===== src/csr_pkg_end_marker_unused.sv =====
`timescale 1ns/1ps
`default_nettype none
`default_nettype wire


===== src/csr_pkg.sv =====
// Summary of operation
// RULE_01 - fabric sends command space accesses here
// RULE_02 - addressing control reads fixed 34-bit code
// RULE_03 - high base reads zero, ignores writes
// RULE_04 - low base loads from either write path
// RULE_05 - new base steers later normal compares
// RULE_06 - only base bits 30:21 writable, compared
// RULE_07 - base matches address bits 34:25
// RULE_08 - small and large node ids writable
// RULE_09 - node id reserved bits read zero
// RULE_10 - owner id resets ones, locks once
// RULE_11 - matching full write unlocks owner id
// RULE_12 - writing all ones never locks
// RULE_13 - component label fully read-write
// RULE_14 - reserved offsets read zero, ignore writes
package csr_pkg;

   // ==========================================================
   // widths
   localparam int OFS_W  = 24;
   localparam int DATA_W = 32;
   localparam int BE_W   = 4;
   localparam int ADDR_W = 35;

   // ==========================================================
   // register offsets (byte addresses)
   localparam logic [OFS_W-1:0] OFS_LOGICAL_CTRL = 24'h00_004C;
   localparam logic [OFS_W-1:0] OFS_HIGH_BASE    = 24'h00_0058;
   localparam logic [OFS_W-1:0] OFS_LOW_BASE     = 24'h00_005C;
   localparam logic [OFS_W-1:0] OFS_NODE_ID      = 24'h00_0060;
   localparam logic [OFS_W-1:0] OFS_HOST_LOCK    = 24'h00_0068;
   localparam logic [OFS_W-1:0] OFS_LABEL        = 24'h00_006C;

   // ==========================================================
   // fixed values and reset values
   localparam logic [DATA_W-1:0] LOGICAL_CTRL_VALUE = 32'h0000_0001;
   localparam logic [DATA_W-1:0] HIGH_BASE_VALUE    = 32'h0000_0000;
   localparam logic [DATA_W-1:0] LABEL_RESET        = 32'h0000_0000;
   localparam logic [15:0]       OWNER_RESET        = 16'hFFFF;

   // ==========================================================
   // field positions
   localparam int BASE_FIELD_LSB = 21;
   localparam int BASE_FIELD_W   = 10;
   localparam int WIN_ADDR_LSB   = 25;
   localparam int WIN_OFS_W      = 24;
   localparam int SMALL_ID_LSB   = 16;
   localparam int SMALL_ID_W     = 8;
   localparam int LARGE_ID_W     = 16;
   localparam int OWNER_W        = 16;

   // ==========================================================
   // carriers
   typedef struct packed {
      logic              valid;
      logic              write;
      logic [OFS_W-1:0]  offset;
      logic [DATA_W-1:0] wdata;
      logic [BE_W-1:0]   be;
   } csr_maint_req_t;

   typedef struct packed {
      logic              valid;
      logic              write;
      logic [ADDR_W-1:0] addr;
      logic [DATA_W-1:0] wdata;
      logic [BE_W-1:0]   be;
   } csr_norm_req_t;

   typedef struct packed {
      logic              valid;
      logic              write;
      logic              fromNormal;
      logic [DATA_W-1:0] rdata;
   } csr_rsp_t;

   // ==========================================================
   // helpers
   function automatic logic [DATA_W-1:0] merge_bytes(
      input logic [DATA_W-1:0] oldVal,
      input logic [DATA_W-1:0] newVal,
      input logic [BE_W-1:0]   be
   );
      logic [DATA_W-1:0] res;
      res = oldVal;
      for (int i = 0; i < BE_W; i++) begin
         if (be[i]) begin
            res[i*8 +: 8] = newVal[i*8 +: 8];
         end
      end
      return res;
   endfunction

   // word-aligned offset compare; byte lane bits are ignored
   function automatic logic ofs_is(
      input logic [OFS_W-1:0] ofs,
      input logic [OFS_W-1:0] target
   );
      return ofs[OFS_W-1:2] == target[OFS_W-1:2];
   endfunction

endpackage


===== src/csr_command_status.sv =====
`timescale 1ns/1ps
`default_nettype none
module csr_command_status #(
   parameter logic [csr_pkg::BASE_FIELD_W-1:0] DEF_BASE_FIELD = 10'h000,
   parameter logic [csr_pkg::SMALL_ID_W-1:0]   DEF_SMALL_ID   = 8'h00,
   parameter logic [csr_pkg::LARGE_ID_W-1:0]   DEF_LARGE_ID   = 16'h0000,
   parameter logic                             LARGE_SYS_EN   = 1'b1
) (
   // clock and reset
   input  wire logic                   clk,
   input  wire logic                   srst,
   // maintenance configuration port
   input  wire csr_pkg::csr_maint_req_t maintReq,
   output logic                        maintReady,
   // normal read and write path
   input  wire csr_pkg::csr_norm_req_t  normReq,
   output logic                        normHit,
   output logic                        normReady,
   // answers
   output csr_pkg::csr_rsp_t           rsp,
   // current state
   output logic [csr_pkg::BASE_FIELD_W-1:0] configWindowBase,
   output logic [csr_pkg::SMALL_ID_W-1:0]   smallNodeId,
   output logic [csr_pkg::LARGE_ID_W-1:0]   largeNodeId,
   output logic [csr_pkg::OWNER_W-1:0]      ownerHostId,
   output logic                             hostLocked,
   output logic [csr_pkg::DATA_W-1:0]       componentLabel
);

   // ==========================================================
   // request selection
   logic                          winHit;
   logic [csr_pkg::OFS_W-1:0]     winOffset;
   logic                          selValid;
   logic                          selWrite;
   logic                          selNormal;
   logic [csr_pkg::OFS_W-1:0]     selOfs;
   logic [csr_pkg::DATA_W-1:0]    selData;
   logic [csr_pkg::BE_W-1:0]      selBe;
   logic                          selWr;

   csr_window_match u_match (
      .baseField (configWindowBase),
      .addr      (normReq.addr),
      .hit       (winHit),
      .winOffset (winOffset)
   );

   // maintenance always wins; a hitting normal access waits as long as
   // maintReq.valid is high rather than being dropped
   assign maintReady = 1'b1; // [RULE_01]
   assign normHit    = normReq.valid && winHit; // [RULE_05]
   assign normReady  = !maintReq.valid;

   always_comb begin
      selValid  = 1'b0;
      selWrite  = 1'b0;
      selNormal = 1'b0;
      selOfs    = '0;
      selData   = '0;
      selBe     = '0;
      if (maintReq.valid) begin
         selValid = 1'b1;
         selWrite = maintReq.write;
         selOfs   = maintReq.offset;
         selData  = maintReq.wdata;
         selBe    = maintReq.be;
      end else if (normHit) begin
         selValid  = 1'b1; // [RULE_07]
         selWrite  = normReq.write;
         selNormal = 1'b1;
         selOfs    = winOffset;
         selData   = normReq.wdata;
         selBe     = normReq.be;
      end
   end

   assign selWr = selValid && selWrite;

   // ==========================================================
   // write strobes
   logic wrLowBase;
   logic wrNodeId;
   logic wrHostLock;
   logic wrLabel;

   assign wrLowBase  = selWr
                       && csr_pkg::ofs_is(selOfs, csr_pkg::OFS_LOW_BASE);
   assign wrNodeId   = selWr
                       && csr_pkg::ofs_is(selOfs, csr_pkg::OFS_NODE_ID);
   assign wrHostLock = selWr
                       && csr_pkg::ofs_is(selOfs, csr_pkg::OFS_HOST_LOCK);
   assign wrLabel    = selWr
                       && csr_pkg::ofs_is(selOfs, csr_pkg::OFS_LABEL);

   // ==========================================================
   // low configuration base
   logic [csr_pkg::DATA_W-1:0] baseMerged;

   assign baseMerged = csr_pkg::merge_bytes(
      {1'b0, configWindowBase, 21'h00_0000}, selData, selBe);

   always_ff @(posedge clk) begin
      if (srst) begin
         configWindowBase <= DEF_BASE_FIELD; // [RULE_04]
      end else if (wrLowBase) begin
         // the new base is compared from the next cycle on
         configWindowBase <= baseMerged[csr_pkg::BASE_FIELD_LSB +:
                                        csr_pkg::BASE_FIELD_W]; // [RULE_06]
      end
   end

   // ==========================================================
   // base node identifiers
   logic [csr_pkg::DATA_W-1:0] nodeMerged;

   assign nodeMerged = csr_pkg::merge_bytes(
      {8'h00, smallNodeId, largeNodeId}, selData, selBe);

   always_ff @(posedge clk) begin
      if (srst) begin
         smallNodeId <= DEF_SMALL_ID; // [RULE_08]
      end else if (wrNodeId) begin
         smallNodeId <= nodeMerged[csr_pkg::SMALL_ID_LSB +:
                                   csr_pkg::SMALL_ID_W]; // [RULE_08]
      end
   end

   // without large-system support the low half is reserved
   always_ff @(posedge clk) begin
      if (srst) begin
         largeNodeId <= LARGE_SYS_EN ? DEF_LARGE_ID : 16'h0000;
      end else if (wrNodeId && LARGE_SYS_EN) begin
         largeNodeId <= nodeMerged[csr_pkg::LARGE_ID_W-1:0]; // [RULE_08]
      end
   end

   // ==========================================================
   // host lock
   csr_host_lock u_lock (
      .clk         (clk),
      .srst        (srst),
      .wrEn        (wrHostLock),
      .wrData      (selData[csr_pkg::OWNER_W-1:0]),
      .wrBe        (selBe[1:0]),
      .ownerHostId (ownerHostId),
      .locked      (hostLocked)
   );

   // ==========================================================
   // component label
   always_ff @(posedge clk) begin
      if (srst) begin
         componentLabel <= csr_pkg::LABEL_RESET; // [RULE_13]
      end else if (wrLabel) begin
         componentLabel <= csr_pkg::merge_bytes(
            componentLabel, selData, selBe); // [RULE_13]
      end
   end

   // ==========================================================
   // read mux
   logic [csr_pkg::DATA_W-1:0] readValue;

   // writes to fixed or reserved words fall through with no strobe
   always_comb begin
      readValue = '0; // [RULE_14]
      if (csr_pkg::ofs_is(selOfs, csr_pkg::OFS_LOGICAL_CTRL)) begin
         readValue = csr_pkg::LOGICAL_CTRL_VALUE; // [RULE_02]
      end else if (csr_pkg::ofs_is(selOfs, csr_pkg::OFS_HIGH_BASE)) begin
         readValue = csr_pkg::HIGH_BASE_VALUE; // [RULE_03]
      end else if (csr_pkg::ofs_is(selOfs, csr_pkg::OFS_LOW_BASE)) begin
         readValue = {1'b0, configWindowBase, 21'h00_0000}; // [RULE_06]
      end else if (csr_pkg::ofs_is(selOfs, csr_pkg::OFS_NODE_ID)) begin
         readValue = {8'h00, smallNodeId, largeNodeId}; // [RULE_09]
      end else if (csr_pkg::ofs_is(selOfs, csr_pkg::OFS_HOST_LOCK)) begin
         readValue = {16'h0000, ownerHostId};
      end else if (csr_pkg::ofs_is(selOfs, csr_pkg::OFS_LABEL)) begin
         readValue = componentLabel;
      end
   end

   // ==========================================================
   // answer register
   always_ff @(posedge clk) begin
      if (srst) begin
         rsp <= '0;
      end else begin
         rsp.valid      <= selValid;
         rsp.write      <= selWrite;
         rsp.fromNormal <= selNormal;
         // a write answer carries zero data, not the old value
         rsp.rdata      <= (selValid && !selWrite) ? readValue : '0;
      end
   end

endmodule
`default_nettype wire


===== src/csr_host_lock.sv =====
`timescale 1ns/1ps
`default_nettype none
module csr_host_lock (
   // clock and reset
   input  wire logic                        clk,
   input  wire logic                        srst,
   // write strobe
   input  wire logic                        wrEn,
   input  wire logic [csr_pkg::OWNER_W-1:0] wrData,
   input  wire logic [1:0]                  wrBe,
   // state
   output logic [csr_pkg::OWNER_W-1:0]      ownerHostId,
   output logic                             locked
);

   logic fullWrite;

   assign fullWrite = wrBe == 2'b11;
   // all ones is the free state, so writing it cannot lock
   assign locked = ownerHostId != csr_pkg::OWNER_RESET; // [RULE_12]

   // ==========================================================
   // owner field
   always_ff @(posedge clk) begin
      if (srst) begin
         ownerHostId <= csr_pkg::OWNER_RESET; // [RULE_10]
      end else if (wrEn && fullWrite) begin
         if (!locked) begin
            ownerHostId <= wrData; // [RULE_10]
         end else if (wrData == ownerHostId) begin
            ownerHostId <= csr_pkg::OWNER_RESET; // [RULE_11]
         end
      end
   end

endmodule
`default_nettype wire


===== src/csr_window_match.sv =====
`timescale 1ns/1ps
`default_nettype none
module csr_window_match (
   // base field
   input  wire logic [csr_pkg::BASE_FIELD_W-1:0] baseField,
   // normal address
   input  wire logic [csr_pkg::ADDR_W-1:0]       addr,
   // result
   output logic                                  hit,
   output logic [csr_pkg::OFS_W-1:0]             winOffset
);

   // ==========================================================
   // window compare
   // bit 24 is neither compared nor part of the offset, so the
   // window answers for both of its values
   assign hit = addr[csr_pkg::ADDR_W-1:csr_pkg::WIN_ADDR_LSB]
                == baseField; // [RULE_07] [RULE_06]
   assign winOffset = addr[csr_pkg::WIN_OFS_W-1:0];

endmodule
`default_nettype wire

===== config.mk =====
export PLATFORM = sky130hd
export DESIGN_NAME = csr_command_status
export DESIGN_NICKNAME = d
export VERILOG_FILES = /design/src/csr_pkg_end_marker_unused.sv /design/src/csr_pkg.sv /design/src/csr_command_status.sv /design/src/csr_host_lock.sv /design/src/csr_window_match.sv
export SDC_FILE = /design/constraint.sdc
export NUM_CORES = 1
export LEC_CHECK = 0
export BUFFER_PORTS_ARGS = -buffer_cell sky130_fd_sc_hd__buf_2
export CAP_MARGIN = 25
export CORE_MARGIN = 10
export CORE_UTILIZATION = 52
export CTS_CLUSTER_SIZE = 20
export DETAILED_ROUTE_END_ITERATION = 8
export PLACE_DENSITY = 0.87
export SETUP_SLACK_MARGIN = 0.05
export SLEW_MARGIN = 20
export SYNTH_ARGS = -nofsm -noshare
export SYNTH_HDL_FRONTEND = slang
export SYNTH_SLANG_ARGS = --single-unit
export TNS_END_PERCENT = 50

===== constraint.sdc =====
create_clock -name clk -period 4.8 [get_ports clk]
set_clock_uncertainty 0.15 [all_clocks]
set_input_delay 0.24 -clock clk [delete_from_list [all_inputs] [get_ports clk]]
set_output_delay 0.24 -clock clk [all_outputs]
set_load 0.02 [all_outputs]

==> results.toml, run 1 <==
[clock_tree]
post_cts_buffers = 0
cts_root_buf = "clkbuf_16"
cts_max_level = 4
clk_pin_slew_ns = 0.06
clock_latency_ns = 0.41
cts_tree = "yes"
clock_path_buffers = 2
cts.sink_count = 117
cts_made_buffers = 17

[synth]
synth_cell_type_count = 60
synth_edf_count = 0
netlist_instances = 689
syn-mean-instance-area_sq_um = 9.004
synth_fp_nets = 826
ys.flop_type = "dfxtp_1"
synth_warnings = 0
async_reset_ff_share_pct = 0
syn_area_sq_um = 6203
ys_ff_latch = 117
ys_seq_area_share_pct = 37.76

[route]
wire_per_inst_um = 22.45
drtAntennaViolNets = 0
drc = 0
vias = 6725
drt-initial-drc-count = 664
routed_wl_um = 24310
dr.pass1.iters = 5
drt-vias-per-instance = 6.210

[timing]
rsz0062_at_grt = "false"
fin_ws_ns = 0.9650
max_freq_ghz = 0.2608
period_minus_slack_ns = 3.835
tns_ns = 0
hold_viol = 0
worstMarginPinSlew_ns = 1.029
slew_headroom_pct = 31.02
setup_violations = 0
holdWs_ns = 0.03635
final-max-slew-violation-count = 0
period_share_pct = 79.90

[global_routing]
grt_pass1_wl_um = 36860
grt_max_degree = 57
top_usage_layer = "met2"
grt_usage_pct = 28.02
antenna_found_initial = 1
grt_pass1_vias = 6784
grt_use_met2_pct = 48.61
grt_use_met3_pct = 9.462
grtUsageMet1_pct = 30.40
grt.overflow.total = 0

[worst_hold_path]
hold_path_depth = 3
hold_class = "in -> reg"
holdPathEnd = "rsp[33]$_SDFF_PP0_"
hold_start = "normReq[71]"

[placement]
place_area_sq_um = 7553
pre_cts_slack_ns = 1.406
dpl.hpwl_um = 17870
dp.cells = 1046
portBuffers = 251
gp_congestion = 0.9589

[pwr]
vdd_drop_max_mv = 0.2450
powerDensity_nw_per_um2 = 301.6
p_leak_nw = 3.712

[worst_setup_path]
critPathLaunchType = "flop"
crit_type = "reg -> reg"
endpoint_kind = "flop"
cp.arrival_ns = 3.93
r2r_end = "componentLabel[31]$_SDFFE_PP0P_"
cp.required_ns = 4.90
r2r_start = "configWindowBase[2]$_SDFFE_PP0P_"
reg2regPathDepth = 8
cp_max_fo = 16
r2r_slack_ns = 0.96

[final_layout]
stdcell_count = 1083
layout_common_cells = "buf_2 (251), dfxtp_1 (117), mux2i_1 (93)"
final_common_cell = "buf_2"
drive_gt1_share_pct = 34.04
syn_to_final_growth_pct = 32.17
final_nets = 1061
final_cell_area_sq_um = 8199

[outcome]
status = "complete, no violations"

[floorplanning]
rows = 39
pin_count = 258
core-area_sq_um = 11560
initial_core_util_pct = 53.64
die-height_um = 129.2
die_w_um = 129.2
die_area_sq_um = 16700

[run]
max-cap-violations = 0
cells in the mapped netlist (3+ instances only):
cell type	count	area, sq um
dfxtp_1	117	2342
mux2i_1	93	930.9
nor2_1	91	341.6
clkbuf_1	43	161.4
a22o_1	25	219.0
nand2_1	22	82.58
a22oi_1	18	135.1
a2bb2oi_1	18	157.7
a211oi_1	17	127.6
inv_1	17	63.81
nor3_1	16	80.08
o21bai_1	16	120.1
or3_1	16	100.1
xnor2_1	15	131.4
nand3_1	14	70.07
o21ai_0	13	65.06
nand2b_1	12	75.07
nand4_1	12	75.07
nor4_1	12	75.07
nand3b_1	8	60.06
a21o_1	7	52.55
a221oi_1	6	52.55
nor2b_1	6	37.54
a21oi_1	5	25.02
a31oi_1	5	31.28
and2_1	5	31.28
nor4_4	5	106.4
and4_1	4	35.03
o22ai_1	4	25.02
and3_1	3	18.77
buf_2	3	15.01
buf_4	3	22.52
nor3_2	3	30.03
worst max-delay path by stage:
stage,startpoint,end,slack (ns),cells past startpoint
after global routing,configWindowBase[6]$_SDFFE_PP0P_,componentLabel[31]$_SDFFE_PP0P_,0.75,8
after floorplan,configWindowBase[3]$_SDFFE_PP0P_,u_lock.ownerHostId[14]$_SDFFE_PP1P_,1.85,9
final,configWindowBase[2]$_SDFFE_PP0P_,componentLabel[31]$_SDFFE_PP0P_,0.96,8
after global placement,maintReq[61],rsp[22]$_SDFF_PP0_,1.45,6
after CTS,configWindowBase[2]$_SDFFE_PP0P_,componentLabel[31]$_SDFFE_PP0P_,1.06,8
after detailed placement,maintReq[61],rsp[22]$_SDFF_PP0_,1.41,6
power by group:
group          total [W]  switching (W)  internal [W]  leakage, nW
registers       0.000973    0.000000225      0.000972        0.943
clock network    0.00129       0.000460      0.000835        0.299
logic           0.000205       0.000115     0.0000908         2.47
kinds of logic (layout without fill, tap and decap cells):
| kind of cell | count (synthesis) | count (layout) | synth area share, % |
|---|---|---|---|
| buffers and inverters | 69 | 317 | 4.538 |
| DFF | 117 | 117 | 37.76 |
| AOI/OAI and AO/OA | 154 | 154 | 19.12 |
| and+or+nand+nor | 235 | 235 | 20.41 |
| muxes | 94 | 94 | 15.19 |
| xor gates and xnor gates | 19 | 19 | 2.925 |
| other | 1 | 4 | 0.06045 |
what timing repair did:
item	in CTS	in global routing
hold buffers	2	0
gates resized for setup	0	0
endpoints found under the hold margin	1	0
endpoints found under the setup margin	0	0
layout make-up:
class	count	area (sq um)
well taps	143	178.9
fillers	888	3366
flip-flops and latches	117	2342
clock inverters	10	120.1
multi-input cells	503	3607
repair buffers	267	1381
inverters	18	67.56
diodes	3	7.507
clock buffers	22	494.2
worst max-delay path, cell delays in order (launching register included):
cell and delay [ns]:
dfxtp_1 0.35, xnor2_1 0.24, nand3_1 0.29, nor3_2 0.56, a22o_1 0.41, nand4_1 0.60, a221oi_1 0.41, dlygate4sd3_1 0.60
nor3_1 0.05
layer usage:
| layer | routed length [um] | up-vias |
|---|---|---|
| met4 | 932 | 0 |
| met1 | 8706 | 3162 |
| met3 | 2746 | 80 |
| met5 | 0 | - |
| li1 | - | 3029 |
| met2 | 11930 | 454 |
sequential cells by signal, indices dropped and copies added (netlist names):
register,count
rsp,35
componentLabel,32
largeNodeId,16
u_lock.ownerHostId,16
configWindowBase,10
smallNodeId,8
stage by stage:
| step | utilization, % | power [W] |
|---|---|---|
| floorplan | - | 0.001099 |
| global placement | 65.31 | 0.001188 |
| detailed placement | 65.31 | 0.001191 |
| CTS | 70.80 | 0.002468 |
| global route | 70.83 | 0.002528 |
| finish | 70.90 | 0.002473 |
Note: power is estimated with default switching activity, not from simulation.
==> run 2, diff against run 1 <==
Settings changed: ABC_AREA from default to 1, CORE_UTILIZATION 52 to 48, PLACE_DENSITY 0.87 to 0.81.
Clock period 4.8 ns to 4 ns, I/O delays scaled along.
==> run 2 against run 1 <==
  * Utilization is 6.0 points lower
  * Clock power rose by 14%
  * Clock-buffer cell count down 5
  * Sequential power grew 20%
  * Sequential cell count unchanged
  * Final cell count is 28% higher
  * Sequential share of layout area up 0.26 points
  * Combinational power rose by 7%
  * Synthesized cell count rose by 39%
  * Global-route usage decreased by 3.3 points
  * Register-to-register slack worse by 0.44 ns
  * Cell area is 0.90% lower
  * Critical endpoint is now configWindowBase[8]$_SDFFE_PP0P_
  * Largest power group unchanged
==> results.toml, run 2 <==
[worst_setup_path]
cp.required_ns = 4.16
reg2regPathDepth = 12
crit_type = "reg -> reg"
critPathLaunchType = "flop"
r2r_slack_ns = 0.53
cp_max_fo = 25
r2r_end = "configWindowBase[8]$_SDFFE_PP0P_"
r2r_start = "configWindowBase[0]$_SDFFE_PP0P_"
cp.arrival_ns = 3.63
endpoint_kind = "flop"

[pwr]
p_leak_nw = 4.644
vdd_drop_max_mv = 0.2952
powerDensity_nw_per_um2 = 351.6

[timing]
period_share_pct = 86.82
worstMarginPinSlew_ns = 0.7957
max_freq_ghz = 0.2879
final-max-slew-violation-count = 0
holdWs_ns = 0.01329
period_minus_slack_ns = 3.473
tns_ns = 0
setup_violations = 0
hold_viol = 0
slew_headroom_pct = 46.51
fin_ws_ns = 0.5270
rsz0062_at_grt = "false"

[clock_tree]
cts_made_buffers = 17
cts_max_level = 4
clock_path_buffers = 2
cts_root_buf = "clkbuf_16"
clock_latency_ns = 0.42
cts.sink_count = 117
clk_pin_slew_ns = 0.06
cts_tree = "yes"
post_cts_buffers = 0

[synth]
yosysMostFrequentCell = "nand2_1"
yosysTopAreaCell = "dfxtp_1"
netlist.area_leader.share_pct = 38.35
ys_ff_latch = 117
synth_edf_count = 0
synth_fp_nets = 1092
syn-mean-instance-area_sq_um = 6.395
synth.area.top_cells = "dfxtp_1 (38%), nand2_1 (16%), nor2_1 (9.2%)"
synth_warnings = 0
syn_area_sq_um = 6107
synth_cell_type_count = 37
netlist_instances = 955
netlist_top_cells_count = "nand2_1 (266), nor2_1 (149), dfxtp_1 (117)"
async_reset_ff_share_pct = 0
ys_seq_area_share_pct = 38.35
ys.flop_type = "dfxtp_1"

[final_layout]
largest_reg_flops = 35
final_nets = 1342
final_common_cell = "nand2_1"
drive_gt1_share_pct = 27.01
syn_to_final_growth_pct = 33.05
layout_common_cells = "nand2_1 (266), buf_2 (251), nor2_1 (149)"
utilization_pct = 64.91
diodes = 0
regMostFlops = "rsp"
largest_registers = "rsp (35), componentLabel (32)"
final_cell_area_sq_um = 8125

[worst_hold_path]
hold_path_depth = 4
hold_class = "in -> reg"
hold_start = "normReq[23]"
holdPathEnd = "componentLabel[19]$_SDFFE_PP0P_"

[placement]
pre_cts_slack_ns = 0.4994
gp_congestion = 0.9694
dpl.hpwl_um = 17170
place_area_sq_um = 7516
portBuffers = 251

[route]
dr.pass1.iters = 5
wire_per_inst_um = 16.22
drt-vias-per-instance = 5.219
drc = 0
drt-initial-drc-count = 493
vias = 7255
drtAntennaViolNets = 0
routed_wl_um = 22550

[floorplanning]
rows = 41
core-area_sq_um = 12520
pin_count = 258
die-height_um = 132.8
die_w_um = 132.8
initial_core_util_pct = 48.79
die_area_sq_um = 17630

[global_routing]
grt_pass1_wl_um = 35520
grt_pass1_vias = 7111
antenna_found_initial = 0
grt.overflow.total = 0
grt_usage_pct = 24.71
grt_max_degree = 67

[run]
max-cap-violations = 0

[outcome]
status = "complete, no violations"
-- run 2: metal layers --
layer	routed length (um)	part of all wire, %	track usage, %
met1	8875	39	27.90
met2	10890	48	41.59
met3	2152	9.5	7.532
met4	634	2.8	11.67
met5	0	0	0
-- run 2: cell type report --
| cell class | count | area (sq um) |
|---|---|---|
| fillers | 1146 | 4392 |
| multi-input cells | 685 | 3164 |
| flip-flops and latches | 117 | 2342 |
| repair buffers | 266 | 1384 |
| inverters | 118 | 445.4 |
| clock buffers | 17 | 425.4 |
| well taps | 172 | 215.2 |
| clock inverters | 15 | 148.9 |
-- run 2: worst max-delay path by stage --
stage                                       endpoint  cells after the start  slack, ns                              from
floorplan                         rsp[10]$_SDFF_PP0_                     12       1.20  configWindowBase[4]$_SDFFE_PP0P_
global placement         smallNodeId[1]$_SDFFE_PP0P_                     13       0.52  configWindowBase[0]$_SDFFE_PP0P_
detailed placement       smallNodeId[7]$_SDFFE_PP0P_                     13       0.50  configWindowBase[0]$_SDFFE_PP0P_
CTS                      largeNodeId[7]$_SDFFE_PP0P_                     13       0.45  configWindowBase[0]$_SDFFE_PP0P_
global route                       rsp[3]$_SDFF_PP0_                     18       0.23  configWindowBase[7]$_SDFFE_PP0P_
finish              configWindowBase[8]$_SDFFE_PP0P_                     12       0.53  configWindowBase[0]$_SDFFE_PP0P_
-- run 2: cell families (layout without fill, tap and decap cells) --
kind of cell / count (synthesis) / after routing / share of synthesized area (%)
compound gates: 110 / 110 / 10.63
flops: 117 / 117 / 38.35
buf+inv: 153 / 416 / 10.02
other cells: 1 / 1 / 0.06140
simple gates: 573 / 573 / 40.79
xor+xnor: 1 / 1 / 0.1434
-- run 2: timing repair --
item,in CTS,in global routing
resized for setup,0,1
setup endpoints to repair,0,7
hold endpoints to repair,4,0
hold buffers,1,0
-- run 2: critical path, stage by stage, from the launching register on --
cell     delay [ns]
dfxtp_1        0.44
xnor2_1        0.19
nand2_1        0.09
nor2_2         0.21
nand3_4        0.15
inv_2          0.37
nand2_1        0.09
o21ai_0        0.22
inv_1          0.15
nor3_1         0.34
nand4_1        0.57
nor2_1         0.32
nor2_1         0.07
-- run 2: per-stage QoR --
stage,power (W),cells
4_1_cts,0.002864,1389
2_1_floorplan,0.001306,955
6_report,0.002857,1390
5_1_grt,0.002943,1390
3_5_place_dp,0.001405,1356
3_3_place_gp,0.001402,1356
-- run 2: report_power, final --
| group | leakage (nW) | switching, W | total (W) | internal, W |
|---|---|---|---|---|
| logic | 3.42 | 0.000130 | 0.000220 | 0.0000900 |
| clock network | 0.282 | 0.000601 | 0.00147 | 0.000869 |
| registers | 0.943 | 0.000000319 | 0.00117 | 0.00117 |
| total | 4.64 | 0.000731 | 0.00286 | 0.00213 |
